==> config.mk <==
export PLATFORM = sky130hd
export DESIGN_NAME = mdic_top
export DESIGN_NICKNAME = d
export VERILOG_FILES = /design/src/mdic_top.v /design/src/mdic_dbell.v /design/src/mdic_irq_route.v
export VERILOG_INCLUDE_DIRS = /design/src /design/src/src
export SDC_FILE = /design/constraint.sdc
export NUM_CORES = 1
export LEC_CHECK = 0
export CAP_MARGIN = 25
export CORE_UTILIZATION = 40
export DETAILED_ROUTE_END_ITERATION = 10
export DONT_BUFFER_PORTS = 1
export PLACE_DENSITY = 0.58
export SLEW_MARGIN = 20
export SYNTH_ARGS = -nofsm -noshare
export SYNTH_HDL_FRONTEND = slang
export SYNTH_HIERARCHICAL = 1
export SYNTH_SLANG_ARGS = --single-unit
==> constraint.sdc <==
create_clock -name mclk_i -period 2.4 [get_ports mclk_i]
set_clock_uncertainty 0.1 [all_clocks]
set_input_delay 0.72 -clock mclk_i [delete_from_list [all_inputs] [get_ports mclk_i]]
set_output_delay 0.72 -clock mclk_i [all_outputs]
set_load 0.005 [all_outputs]
==> src/mdic_map.vh <==
// Register offsets, field positions, reset values and codes of the mailbox/doorbell block
// What this block does
// - Mailboxes six and seven: 32-bit, read/write, reset zero
// - Host doorbell write can raise local interrupt
// - Host writes 1 set host-to-local doorbell bits
// - Local reads doorbell; local write-1 clears bits
// - Local doorbell write can raise PCI interrupt
// - Local-to-host: local 1 sets, PCI 1 clears
// - First style: bit 0 enables TEA, parity-to-local-irq
// - Other styles: bit 0 parity/abort to system error
// - Bit 1 routes SERR, parity, overflow events
// - Writing 1 to bit 2 while 0 pulses SERR
// - Mailbox 0-3 PCI write irq; local read clears
// - Bit 4 enables power-state-change local interrupt
// - Bit 5 sets on power-state change, write-1 clears
// - PCI clears bit 5 only in D0
// - Bit 6 gates parity signalling, needs bit 0
// - Bit 7 always latches parity error; write-1 clears
// - All registers writable from both buses
// - Bit 16 gates local interrupt, resets to 1
`ifndef MDIC_MAP_VH
`define MDIC_MAP_VH

`define MDIC_PCI_GENERAL_MAILBOX_SIX 8'h58
`define MDIC_PCI_GENERAL_MAILBOX_SEVEN 8'h5C
`define MDIC_PCI_P2L 8'h60
`define MDIC_PCI_L2P 8'h64
`define MDIC_PCI_INTERRUPT_CONTROL_STATUS 8'h68
`define MDIC_LOC_GENERAL_MAILBOX_SIX 8'hD8
`define MDIC_LOC_GENERAL_MAILBOX_SEVEN 8'hDC
`define MDIC_LOC_P2L 8'hE0
`define MDIC_LOC_L2P 8'hE4
`define MDIC_LOC_INTERRUPT_CONTROL_STATUS 8'hE8

`define MDIC_PCI_MB0 8'h40
`define MDIC_PCI_MB1 8'h44
`define MDIC_PCI_MB2 8'h48
`define MDIC_PCI_MB3 8'h4C
`define MDIC_PCI_MB0_ALT 8'h78
`define MDIC_PCI_MB1_ALT 8'h7C
`define MDIC_LOC_MB0 8'hC0
`define MDIC_LOC_MB1 8'hC4
`define MDIC_LOC_MB2 8'hC8
`define MDIC_LOC_MB3 8'hCC

`define MDIC_B_SRC0 0
`define MDIC_B_SRC1 1
`define MDIC_B_SERR 2
`define MDIC_B_MBX_EN 3
`define MDIC_B_PM_EN 4
`define MDIC_B_PM_ST 5
`define MDIC_B_PAR_EN 6
`define MDIC_B_PAR_ST 7
`define MDIC_B_PCI_IE 8
`define MDIC_B_PDB_IE 9
`define MDIC_B_PDB_ACT 13
`define MDIC_B_LIO_EN 16
`define MDIC_B_LDB_IE 17
`define MDIC_B_LDB_ACT 20

`define MDIC_CTL_MASK 32'h0003035F
`define MDIC_CTL_RST 32'h00010100
`define MDIC_RST_WORD 32'h00000000

`define MDIC_STYLE_M 2'h0
`define MDIC_STYLE_C 2'h1
`define MDIC_STYLE_J 2'h2
`define MDIC_PM_D0 2'h0

`endif

==> src/mdic_top.v <==
// Runtime mailboxes, doorbells and interrupt control/status reached from both buses
`include "mdic_map.vh"

module mdic_top (
   input wire mclk_i,
   input wire reset_n_i,
   input wire pci_wr_i,
   input wire pci_rd_i,
   input wire [7:0] pci_addr_i,
   input wire [31:0] pci_wdata_i,
   output wire [31:0] pci_rdata_o,
   input wire loc_wr_i,
   input wire loc_rd_i,
   input wire [7:0] loc_addr_i,
   input wire [31:0] loc_wdata_i,
   output wire [31:0] loc_rdata_o,
   input wire [1:0] bus_style_i,
   input wire host_mode_i,
   input wire [1:0] pm_state_i,
   input wire loc_parity_err_i,
   input wire pci_abort_act_i,
   input wire serr_seen_i,
   input wire pci_parity_err_i,
   input wire oq_overflow_i,
   output wire local_irq_out_n_o,
   output wire local_system_error_out_n_o,
   output wire transfer_error_ack_en_o,
   output wire pci_serr_n_o,
   output wire pci_inta_n_o
);

   ////////////////////////////////////////////////////////////////////////
   // Storage

   reg [31:0] general_mailbox_six_q;
   reg [31:0] general_mailbox_seven_q;
   reg [31:0] ctl_q;
   reg pm_irq_q;
   reg par_st_q;
   reg mbx_irq_q;
   reg [1:0] pm_prev_q;
   reg pm_valid_q;
   reg serr_n_q;
   reg inta_n_q;
   reg [31:0] pci_rdata_q;
   reg [31:0] loc_rdata_q;
   reg [31:0] int_img;

   wire [31:0] p2l_bits;
   wire [31:0] l2p_bits;

   ////////////////////////////////////////////////////////////////////////
   // Address decode, one set per bus

   wire pci_mb6_we;
   wire pci_mb7_we;
   wire pci_p2l_we;
   wire pci_l2p_we;
   wire pci_int_we;
   wire loc_mb6_we;
   wire loc_mb7_we;
   wire loc_p2l_we;
   wire loc_l2p_we;
   wire loc_int_we;
   wire pci_mb03_we;
   wire loc_mb03_rd;

   assign pci_mb6_we = pci_wr_i & (pci_addr_i == `MDIC_PCI_GENERAL_MAILBOX_SIX);
   assign pci_mb7_we = pci_wr_i & (pci_addr_i == `MDIC_PCI_GENERAL_MAILBOX_SEVEN);
   assign pci_p2l_we = pci_wr_i & (pci_addr_i == `MDIC_PCI_P2L);
   assign pci_l2p_we = pci_wr_i & (pci_addr_i == `MDIC_PCI_L2P);
   assign pci_int_we = pci_wr_i & (pci_addr_i == `MDIC_PCI_INTERRUPT_CONTROL_STATUS);

   assign loc_mb6_we = loc_wr_i & (loc_addr_i == `MDIC_LOC_GENERAL_MAILBOX_SIX);
   assign loc_mb7_we = loc_wr_i & (loc_addr_i == `MDIC_LOC_GENERAL_MAILBOX_SEVEN);
   assign loc_p2l_we = loc_wr_i & (loc_addr_i == `MDIC_LOC_P2L);
   assign loc_l2p_we = loc_wr_i & (loc_addr_i == `MDIC_LOC_L2P);
   assign loc_int_we = loc_wr_i & (loc_addr_i == `MDIC_LOC_INTERRUPT_CONTROL_STATUS);

   // Mailboxes 0-3 live elsewhere; only their access strobes are watched here
   assign pci_mb03_we = pci_wr_i & ((pci_addr_i == `MDIC_PCI_MB0)
      | (pci_addr_i == `MDIC_PCI_MB1)
      | (pci_addr_i == `MDIC_PCI_MB2)
      | (pci_addr_i == `MDIC_PCI_MB3)
      | (pci_addr_i == `MDIC_PCI_MB0_ALT)
      | (pci_addr_i == `MDIC_PCI_MB1_ALT));
   assign loc_mb03_rd = loc_rd_i & ((loc_addr_i == `MDIC_LOC_MB0)
      | (loc_addr_i == `MDIC_LOC_MB1)
      | (loc_addr_i == `MDIC_LOC_MB2)
      | (loc_addr_i == `MDIC_LOC_MB3));

   ////////////////////////////////////////////////////////////////////////
   // General mailboxes; a PCI write wins a same-cycle collision

   always @(posedge mclk_i or negedge reset_n_i) begin
      if (!reset_n_i) begin
         general_mailbox_six_q <= `MDIC_RST_WORD;
      end else if (pci_mb6_we) begin
         general_mailbox_six_q <= pci_wdata_i;
      end else if (loc_mb6_we) begin
         general_mailbox_six_q <= loc_wdata_i;
      end
   end

   always @(posedge mclk_i or negedge reset_n_i) begin
      if (!reset_n_i) begin
         general_mailbox_seven_q <= `MDIC_RST_WORD;
      end else if (pci_mb7_we) begin
         general_mailbox_seven_q <= pci_wdata_i;
      end else if (loc_mb7_we) begin
         general_mailbox_seven_q <= loc_wdata_i;
      end
   end

   ////////////////////////////////////////////////////////////////////////
   // Doorbells

   mdic_dbell u_host_to_local (
      .mclk_i(mclk_i),
      .reset_n_i(reset_n_i),
      .set_we_i(pci_p2l_we),
      .set_i(pci_wdata_i),
      .clr_we_i(loc_p2l_we),
      .clr_i(loc_wdata_i),
      .bits_o(p2l_bits)
   );

   mdic_dbell u_local_to_host (
      .mclk_i(mclk_i),
      .reset_n_i(reset_n_i),
      .set_we_i(loc_l2p_we),
      .set_i(loc_wdata_i),
      .clr_we_i(pci_l2p_we),
      .clr_i(pci_wdata_i),
      .bits_o(l2p_bits)
   );

   always @(posedge mclk_i or negedge reset_n_i) begin
      if (!reset_n_i) begin
         inta_n_q <= 1'b1;
      end else begin
         inta_n_q <= ~(ctl_q[`MDIC_B_PCI_IE] & ctl_q[`MDIC_B_PDB_IE]
            & (|l2p_bits));
      end
   end

   ////////////////////////////////////////////////////////////////////////
   // Interrupt control bits, written from either bus

   wire int_we;
   wire [31:0] int_wdata;

   assign int_we = pci_int_we | loc_int_we;
   assign int_wdata = pci_int_we ? pci_wdata_i : loc_wdata_i;

   always @(posedge mclk_i or negedge reset_n_i) begin
      if (!reset_n_i) begin
         ctl_q <= `MDIC_CTL_RST;
      end else if (int_we) begin
         ctl_q <= int_wdata & `MDIC_CTL_MASK;
      end
   end

   // SERR is a single-cycle pulse, armed only from a stored 0
   always @(posedge mclk_i or negedge reset_n_i) begin
      if (!reset_n_i) begin
         serr_n_q <= 1'b1;
      end else begin
         serr_n_q <= ~(int_we & int_wdata[`MDIC_B_SERR]
            & ~ctl_q[`MDIC_B_SERR]);
      end
   end

   ////////////////////////////////////////////////////////////////////////
   // Power state watch

   wire pm_chg;
   wire pm_clr;

   // First sample after reset is only captured, so a non-D0 strap is not an event
   assign pm_chg = pm_valid_q & (pm_state_i != pm_prev_q);
   assign pm_clr = (pci_int_we & pci_wdata_i[`MDIC_B_PM_ST]
      & (pm_state_i == `MDIC_PM_D0))
      | (loc_int_we & loc_wdata_i[`MDIC_B_PM_ST]);

   always @(posedge mclk_i or negedge reset_n_i) begin
      if (!reset_n_i) begin
         pm_prev_q <= `MDIC_PM_D0;
         pm_valid_q <= 1'b0;
      end else begin
         pm_prev_q <= pm_state_i;
         pm_valid_q <= 1'b1;
      end
   end

   always @(posedge mclk_i or negedge reset_n_i) begin
      if (!reset_n_i) begin
         pm_irq_q <= 1'b0;
      end else if (pm_chg) begin
         pm_irq_q <= 1'b1;
      end else if (pm_clr) begin
         pm_irq_q <= 1'b0;
      end
   end

   ////////////////////////////////////////////////////////////////////////
   // Local parity error status

   wire par_clr;

   assign par_clr = (pci_int_we & pci_wdata_i[`MDIC_B_PAR_ST])
      | (loc_int_we & loc_wdata_i[`MDIC_B_PAR_ST]);

   always @(posedge mclk_i or negedge reset_n_i) begin
      if (!reset_n_i) begin
         par_st_q <= 1'b0;
      end else if (loc_parity_err_i) begin
         par_st_q <= 1'b1;
      end else if (par_clr) begin
         par_st_q <= 1'b0;
      end
   end

   ////////////////////////////////////////////////////////////////////////
   // Mailbox 0-3 notification, acknowledged by a local read

   always @(posedge mclk_i or negedge reset_n_i) begin
      if (!reset_n_i) begin
         mbx_irq_q <= 1'b0;
      end else if (pci_mb03_we && ctl_q[`MDIC_B_MBX_EN]) begin
         mbx_irq_q <= 1'b1;
      end else if (loc_mb03_rd) begin
         mbx_irq_q <= 1'b0;
      end
   end

   ////////////////////////////////////////////////////////////////////////
   // Interrupt routing

   wire err_evt;

   // Event levels are held by their owners until serviced there
   assign err_evt = (host_mode_i & serr_seen_i) | pci_parity_err_i
      | oq_overflow_i;

   mdic_irq_route u_route (
      .mclk_i(mclk_i),
      .reset_n_i(reset_n_i),
      .bus_style_i(bus_style_i),
      .ctl_i(ctl_q),
      .ldb_i(|p2l_bits),
      .mbx_i(mbx_irq_q),
      .pm_i(pm_irq_q),
      .par_i(par_st_q),
      .abort_i(pci_abort_act_i),
      .err_i(err_evt),
      .lint_n_o(local_irq_out_n_o),
      .local_system_error_out_n_n_o(local_system_error_out_n_o),
      .tea_en_o(transfer_error_ack_en_o)
   );

   ////////////////////////////////////////////////////////////////////////
   // Read images

   always @* begin
      int_img = ctl_q;
      int_img[`MDIC_B_PM_ST] = pm_irq_q;
      int_img[`MDIC_B_PAR_ST] = par_st_q;
      int_img[`MDIC_B_PDB_ACT] = ctl_q[`MDIC_B_PDB_IE] & (|l2p_bits);
      int_img[`MDIC_B_LDB_ACT] = ctl_q[`MDIC_B_LDB_IE] & (|p2l_bits);
   end

   function [31:0] rd_img;
      input [7:0] a;
      input loc;
      begin
         if (a == (loc ? `MDIC_LOC_GENERAL_MAILBOX_SIX : `MDIC_PCI_GENERAL_MAILBOX_SIX)) begin
            rd_img = general_mailbox_six_q;
         end else if (a == (loc ? `MDIC_LOC_GENERAL_MAILBOX_SEVEN : `MDIC_PCI_GENERAL_MAILBOX_SEVEN)) begin
            rd_img = general_mailbox_seven_q;
         end else if (a == (loc ? `MDIC_LOC_P2L : `MDIC_PCI_P2L)) begin
            rd_img = p2l_bits;
         end else if (a == (loc ? `MDIC_LOC_L2P : `MDIC_PCI_L2P)) begin
            rd_img = l2p_bits;
         end else if (a == (loc ? `MDIC_LOC_INTERRUPT_CONTROL_STATUS : `MDIC_PCI_INTERRUPT_CONTROL_STATUS)) begin
            rd_img = int_img;
         end else begin
            rd_img = `MDIC_RST_WORD;
         end
      end
   endfunction

   // Read data is captured on the strobe and held until the next read
   always @(posedge mclk_i or negedge reset_n_i) begin
      if (!reset_n_i) begin
         pci_rdata_q <= `MDIC_RST_WORD;
      end else if (pci_rd_i) begin
         pci_rdata_q <= rd_img(pci_addr_i, 1'b0);
      end
   end

   always @(posedge mclk_i or negedge reset_n_i) begin
      if (!reset_n_i) begin
         loc_rdata_q <= `MDIC_RST_WORD;
      end else if (loc_rd_i) begin
         loc_rdata_q <= rd_img(loc_addr_i, 1'b1);
      end
   end

   assign pci_rdata_o = pci_rdata_q;
   assign loc_rdata_o = loc_rdata_q;
   assign pci_serr_n_o = serr_n_q;
   assign pci_inta_n_o = inta_n_q;

endmodule // mdic_top

==> src/mdic_dbell.v <==
// One 32-bit doorbell: one side sets bits with 1s, the other clears them with 1s
module mdic_dbell (
   input wire mclk_i,
   input wire reset_n_i,
   input wire set_we_i,
   input wire [31:0] set_i,
   input wire clr_we_i,
   input wire [31:0] clr_i,
   output wire [31:0] bits_o
);

   reg [31:0] bits_q;
   genvar gi;

   generate
      for (gi = 0; gi < 32; gi = gi + 1) begin : g_bit
         always @(posedge mclk_i or negedge reset_n_i) begin
            if (!reset_n_i) begin
               bits_q[gi] <= 1'b0;
            end else if (set_we_i && set_i[gi]) begin
               // A ring in the same cycle as an acknowledge must not be lost
               bits_q[gi] <= 1'b1;
            end else if (clr_we_i && clr_i[gi]) begin
               bits_q[gi] <= 1'b0;
            end
         end
      end
   endgenerate

   assign bits_o = bits_q;

endmodule // mdic_dbell

==> src/mdic_irq_route.v <==
// Routes interrupt sources to the local interrupt, system-error and TEA enable outputs
`include "mdic_map.vh"

module mdic_irq_route (
   input wire mclk_i,
   input wire reset_n_i,
   input wire [1:0] bus_style_i,
   input wire [31:0] ctl_i,
   input wire ldb_i,
   input wire mbx_i,
   input wire pm_i,
   input wire par_i,
   input wire abort_i,
   input wire err_i,
   output reg lint_n_o,
   output reg local_system_error_out_n_n_o,
   output reg tea_en_o
);

   wire is_m;
   wire par_path;
   wire err_path;
   wire lint_src;
   wire local_system_error_out_n_src;

   assign is_m = (bus_style_i == `MDIC_STYLE_M);
   // Parity signalling needs both the master source enable and its own enable
   assign par_path = ctl_i[`MDIC_B_SRC0] & ctl_i[`MDIC_B_PAR_EN] & par_i;
   assign err_path = ctl_i[`MDIC_B_SRC1] & err_i;
   assign lint_src = (ctl_i[`MDIC_B_LDB_IE] & ldb_i)
      | (ctl_i[`MDIC_B_MBX_EN] & mbx_i)
      | (ctl_i[`MDIC_B_PM_EN] & pm_i)
      | (is_m & (par_path | err_path));
   assign local_system_error_out_n_src = ~is_m & (par_path | err_path
      | (ctl_i[`MDIC_B_SRC0] & abort_i));

   ////////////////////////////////////////////////////////////////////////
   always @(posedge mclk_i or negedge reset_n_i) begin
      if (!reset_n_i) begin
         lint_n_o <= 1'b1;
         local_system_error_out_n_n_o <= 1'b1;
         tea_en_o <= 1'b0;
      end else begin
         lint_n_o <= ~(ctl_i[`MDIC_B_LIO_EN] & lint_src);
         local_system_error_out_n_n_o <= ~local_system_error_out_n_src;
         tea_en_o <= is_m & ctl_i[`MDIC_B_SRC0];
      end
   end

endmodule // mdic_irq_route

==> Yosys cells after proc, flatten, opt, wreduce, memory -nomap -nowiden <==
Cells that the tools add are included.
{ "totals": {"out_inout_bits": 69, "input_bits": 96, "word_cells": 510, "reg_bits": 213} }
{ "classes": {"eq_ne": 21, "n_bitwise": 59, "reduce_logical": 202, "muxes": 149} }
{ "op_table": {"columns": ["cell", "count"], "rows": [
  ["32-bit 2-to-1 mux", 12],
  ["2-bit nonzero test", 69],
  ["1-bit 2-to-1 mux", 134],
  ["1-bit logical AND", 129],
  ["8-bit by 7-bit equality test with 1-bit output, second input constant", 11],
  ["8-bit equality test, second input constant", 9],
  ["32-bit OR reduction", 2],
  ["21-bit 2-to-1 mux", 2],
  ["1-bit bitwise AND", 35],
  ["18-bit 2-to-1 mux", 1],
  ["1-bit bitwise OR", 18],
  ["1-bit NOT", 6],
  ["2-bit logical NOT", 2],
  ["2-bit inequality test", 1]
]} }

==> Longest topological paths before layout <==
{ "logic_depth": {"ltp_word": 9, "mapped_depth": 9, "depth_no_buf": 6} }

==> Cells and area by module <==
Netlist, hierarchy kept.
{ "by_module_without_submodules": {"columns": ["module", "area_per_inst_um2", "cells_each", "seq_area_each_um2", "n_inst"], "rows": [
  ["mdic_top", 8749.6, 922, 3658.5, 1],
  ["mdic_dbell", 1249.9, 102, 800.8, 2],
  ["mdic_irq_route", 137.6, 11, 77.6, 1]
]} }

==> Least setup slack after synthesis <==
Ideal clock, no wire load.
{ "synth_path": {"path_kind": "input to register", "start": "input pci_addr_i[7]", "end": "register u_local_to_host.bits_q[10] (netlist: u_local_to_host/bits_o[10])", "setup_ns": 0.121, "arrival_ns": 2.633, "setup_slack_ns": -0.454, "required_ns": 2.179, "path_stages": 8, "n_path_buf": 3, "path_cell_list": "or4b_4 buf_6 nor3b_4 buf_2 and2_1 buf_6 nand2_1 a22o_1"} }
{ "synth_between": {"elab_chain_len": 4} }
{ "synth_lines": {"columns": ["element", "line", "text"], "rows": [
  ["start, declared", "mdic_top.v:9", "input wire [7:0] pci_addr_i,"],
  ["8-bit by 7-bit equality test with 1-bit output", null, null],
  ["1-bit bitwise AND", "mdic_top.v:71", "assign pci_l2p_we = pci_wr_i & (pci_addr_i == `MDIC_PCI_L2P);"],
  ["via pci_l2p_we", "mdic_top.v:58", "wire pci_l2p_we;"],
  ["1-bit logical AND", "mdic_dbell.v:23", "end else if (clr_we_i && clr_i[gi]) begin"],
  ["2-bit nonzero test (no line)", null, null],
  ["end signal, assigned by index", "mdic_dbell.v:19", "bits_q[gi] <= 1'b0;"],
  ["end signal, assigned by index", "mdic_dbell.v:22", "bits_q[gi] <= 1'b1;"],
  ["end signal, assigned by index", "mdic_dbell.v:24", "bits_q[gi] <= 1'b0;"],
  ["end, declared", "mdic_dbell.v:12", "reg [31:0] bits_q;"]
]} }
The timed path passes the listed nets, and every way through them passes these cells.
A chain may end at the register's enable or synchronous reset.

==> Worst setup path in the final report <==
{ "layout_path": {"start": "register u_local_to_host.bits_q[18] (netlist: u_local_to_host/bits_o[18])", "end": "register loc_rdata_q[13] (netlist: loc_rdata_o[13])"} }
{ "layout_between": {"elab_chain_len": 7} }
{ "layout_lines": {"columns": ["element", "line", "text"], "rows": [
  ["32-bit OR reduction", "mdic_top.v:269", "int_img[`MDIC_B_PDB_ACT] = ctl_q[`MDIC_B_PDB_IE] & (|l2p_bits);"],
  ["1-bit bitwise AND", "mdic_top.v:269", null],
  ["21-bit 2-to-1 mux", "mdic_top.v:285", "end else if (a == (loc ? `MDIC_LOC_INTERRUPT_CONTROL_STATUS : `MDIC_PCI_INTERRUPT_CONTROL_STATUS)) begin"],
  ["32-bit 2-to-1 mux", "mdic_top.v:283", "end else if (a == (loc ? `MDIC_LOC_L2P : `MDIC_PCI_L2P)) begin"],
  ["32-bit 2-to-1 mux", "mdic_top.v:281", "end else if (a == (loc ? `MDIC_LOC_P2L : `MDIC_PCI_P2L)) begin"],
  ["32-bit 2-to-1 mux", "mdic_top.v:279", "end else if (a == (loc ? `MDIC_LOC_GENERAL_MAILBOX_SEVEN : `MDIC_PCI_GENERAL_MAILBOX_SEVEN)) begin"],
  ["32-bit 2-to-1 mux", "mdic_top.v:277", "if (a == (loc ? `MDIC_LOC_GENERAL_MAILBOX_SIX : `MDIC_PCI_GENERAL_MAILBOX_SIX)) begin"],
  ["end signal, assigned", "mdic_top.v:304", "loc_rdata_q <= `MDIC_RST_WORD;"],
  ["end signal, assigned", "mdic_top.v:306", "loc_rdata_q <= rd_img(loc_addr_i, 1'b1);"],
  ["end, declared", "mdic_top.v:46", "reg [31:0] loc_rdata_q;"]
]} }
No other way between the ends.

==> key figures <==
Drt
  • DR pass1 iterations: 5
  • Post-route DRC: 0
  • Total number of vias: about 9300
  • Vias per cell: 6.04
  • Post-DRT Antenna Nets: 0
  • Initial DRC count: 740
  • Total Wirelength: 38300 um
  • Drt wl/cell: 24.8 um

Layout
  • Fin cells: 1543
  • Fillers: 2640
  • Commonest non-fill, non-tap cell in the layout: dfrtp_1
  • Most frequent cells in the layout: dfrtp_1 (207), nand2_1 (112), mux2i_1 (98)
  • ANT cells: 0
  • P&R area growth vs syn: 14.1%
  • Layout cells sized above 1: 15.2%
  • Final nets: 1244

Floorplanning
  • Full die area: 29100 um2
  • # rows: 61
  • Ports: roughly 170
  • Die height: 171 um
  • Die Wd: 171 um
  • Initial core utilization: 40.9%
  • Core Region: 27900 um2

Clock tree
  • Post-CTS Setup Inserts: 0
  • Num CTS Buffers: 25
  • Post_cts resized: 0
  • H-tree levels: 1
  • Later-pin clock latency in the skew report: 0.54 ns
  • Maximum buffer depth of the clock tree: 3
  • CTS tree: built
  • CTS clk-pin slew, worst paths: 0.06 ns
  • Sink Count: 213
  • Root Buffer: clkbuf_16

Status
  • Failing checks: hold timing
  • Outcome: finished, violations left

Power and ir drop
  • Power density over the cells: 651 nW/um2
  • Share of total power in combinational logic: 8.6%
  • Max IR drop VDD: a little over 0.5 mV
  • Clk pwr share: 42.9%
  • Flop pwr share: roughly half
  • Internal power: 6.40 mW
  • LEAKAGE: approximately 5.9 nW
  • Total net switching power: a little over 2 mW
  • Pwr Total: 8.46 mW
  • Switching share of power: between 20% and 30%

Global routing
  • Total grt overflow: 0
  • Global Route Usage Sum: about a quarter
  • Met1 usage in global routing: 35.5%
  • Grt met2 use: 42.1%
  • Largest net degree at the start of global routing: 214
  • Most crowded layer after global routing: met2
  • GR Util met3: 7.86%
  • Vias in the first global route: 9243
  • First-pass GRT wire length: 58100 um
  • Initial antenna violation count: 0

Timing
  • Setup violators final: 0
  • Worst slew pin tran: ~0.63 ns
  • Period utilization: 91.8%
  • Rel. slew slack: around 57%
  • Final hold violation count: 209
  • Minimum clock period: 2.20 ns
  • Setup tns final: 0 ns
  • Unrepaired setup endpoints after global routing: false
  • Fmax: 454 MHz
  • Hold_ws: -0.201 ns
  • Max-slew violation count: 0

Placement
  • PortBufs: 0
  • Placed cell count: 1499
  • GPL Wtd Cong: approximately 0.91
  • Detailed Place HPWL: 25900 um

Logic synthesis
  • Syn_nets: 1232
  • Avg Cell Area, Syn: roughly 10 um2
  • Mapped Area: 11400 um2
  • Yosys warns: 6
  • Mapped Cells: between 1000 and 1500

Worst setup path
  • Worst Setup Start Kind: flop
  • Buf/Inv on CP: 0
  • CP Class: flop to flop
  • Crit-path cells: nor4_1 -> nand4_1 -> o2111ai_1 -> a32oi_1
  • Slowest-stage cell, CP: nor4_1
  • Crit end category: flop
  • Req. time, crit path: between 2 and 3 ns
  • Delay-heaviest family, CP: simple AND/OR/NAND/NOR gates
  • Crit Path Max Fanout: 4
  • CP arrival: between 2 and 3 ns
  • Critical Path Max Stage Delay: 0.57 ns

Min path
  • Worst min-delay path class: primary input to async pin

Flow run
  • Max_cap viols: 0
-- sequential cells by signal, summed over array words and instances (netlist names) --
| name | flops |
|---|---|
| general_mailbox_six_q | 32 |
| u_route/local_system_error_out_n_n_o | 1 |
| u_route/tea_en_o | 1 |
| pci_inta_n_o | 1 |
| general_mailbox_seven_q | 32 |
| u_route/lint_n_o | 1 |
| pm_prev_q | 2 |
| loc_rdata_o | 32 |
| ctl_q | 10 |
| pm_irq_q | 1 |
| pci_serr_n_o | 1 |
| pm_valid_q | 1 |
| u_local_to_host/bits_o | 32 |
| u_host_to_local/bits_o | 32 |
| pci_rdata_o | 32 |
| mbx_irq_q | 1 |
| par_st_q | 1 |
-- final cells by class --
| type | count | area, um2 | share of cell area, % |
|---|---|---|---|
| clock inverter | 2 | 16.3 | 0.125 |
| inverter | 15 | 56.3 | 0.433 |
| multi-input combinational | 817 | 5600 | 43.1 |
| tap | 378 | 473 | 3.64 |
| timing repair buffer | 76 | 746 | 5.74 |
| clock buffer | 42 | 759 | 5.85 |
| sequential | 213 | 5340 | 41.1 |
-- path summary, 6_finish.rpt --
kind | startpoint | depth (start not counted) | slack, ns | to
worst min-delay path | reset_n_i | 0 | -0.20 | loc_rdata_o[2]
worst max-delay path | u_local_to_host/bits_o[18] | 4 | 0.20 | loc_rdata_o[13]
max in group asynchronous | reset_n_i | 0 | 2.12 | ctl_q[8]
worst min register to register | pm_valid_q | 1 | 0.38 | pm_irq_q
min in group mclk_i | pm_state_i[0] | 0 | 0.12 | pm_prev_q[0]
worst max register to register | u_local_to_host/bits_o[18] | 4 | 0.20 | loc_rdata_o[13]
-- worst register-to-register path, stage by stage, from the launching register on --
cell and delay [ns]:
dfrtp_1 0.45, nor4_1 0.57, nand4_1 0.39, o2111ai_1 0.41, a32oi_1 0.15
-- layer usage --
layer	vias up	part of all wire (%)
met1	4606	43
met2	392	45
met3	53	9.7
met5	-	0
met4	0	2.2
li1	4263	-
-- power by group through the flow --
stage	logic, mW	registers (mW)	clock network (mW)
after floorplan	0.601	4.07	0
after global placement	0.704	4.16	0
after detailed placement	0.721	4.16	0
after CTS	0.723	4.10	3.71
after global routing	0.804	4.14	3.85
final	0.724	4.10	3.63
-- metrics by stage --
stage	setup slack, ns	area [um2]	utilization (%)
2_1_floorplan	-0.271	11500	-
3_3_place_gp	-0.111	12200	43.8
3_5_place_dp	-0.185	12200	43.8
4_1_cts	0.216	13000	46.6
5_1_grt	0.0914	13000	46.6
6_report	0.196	13000	46.6
Note: power is estimated with default switching activity, not from simulation.
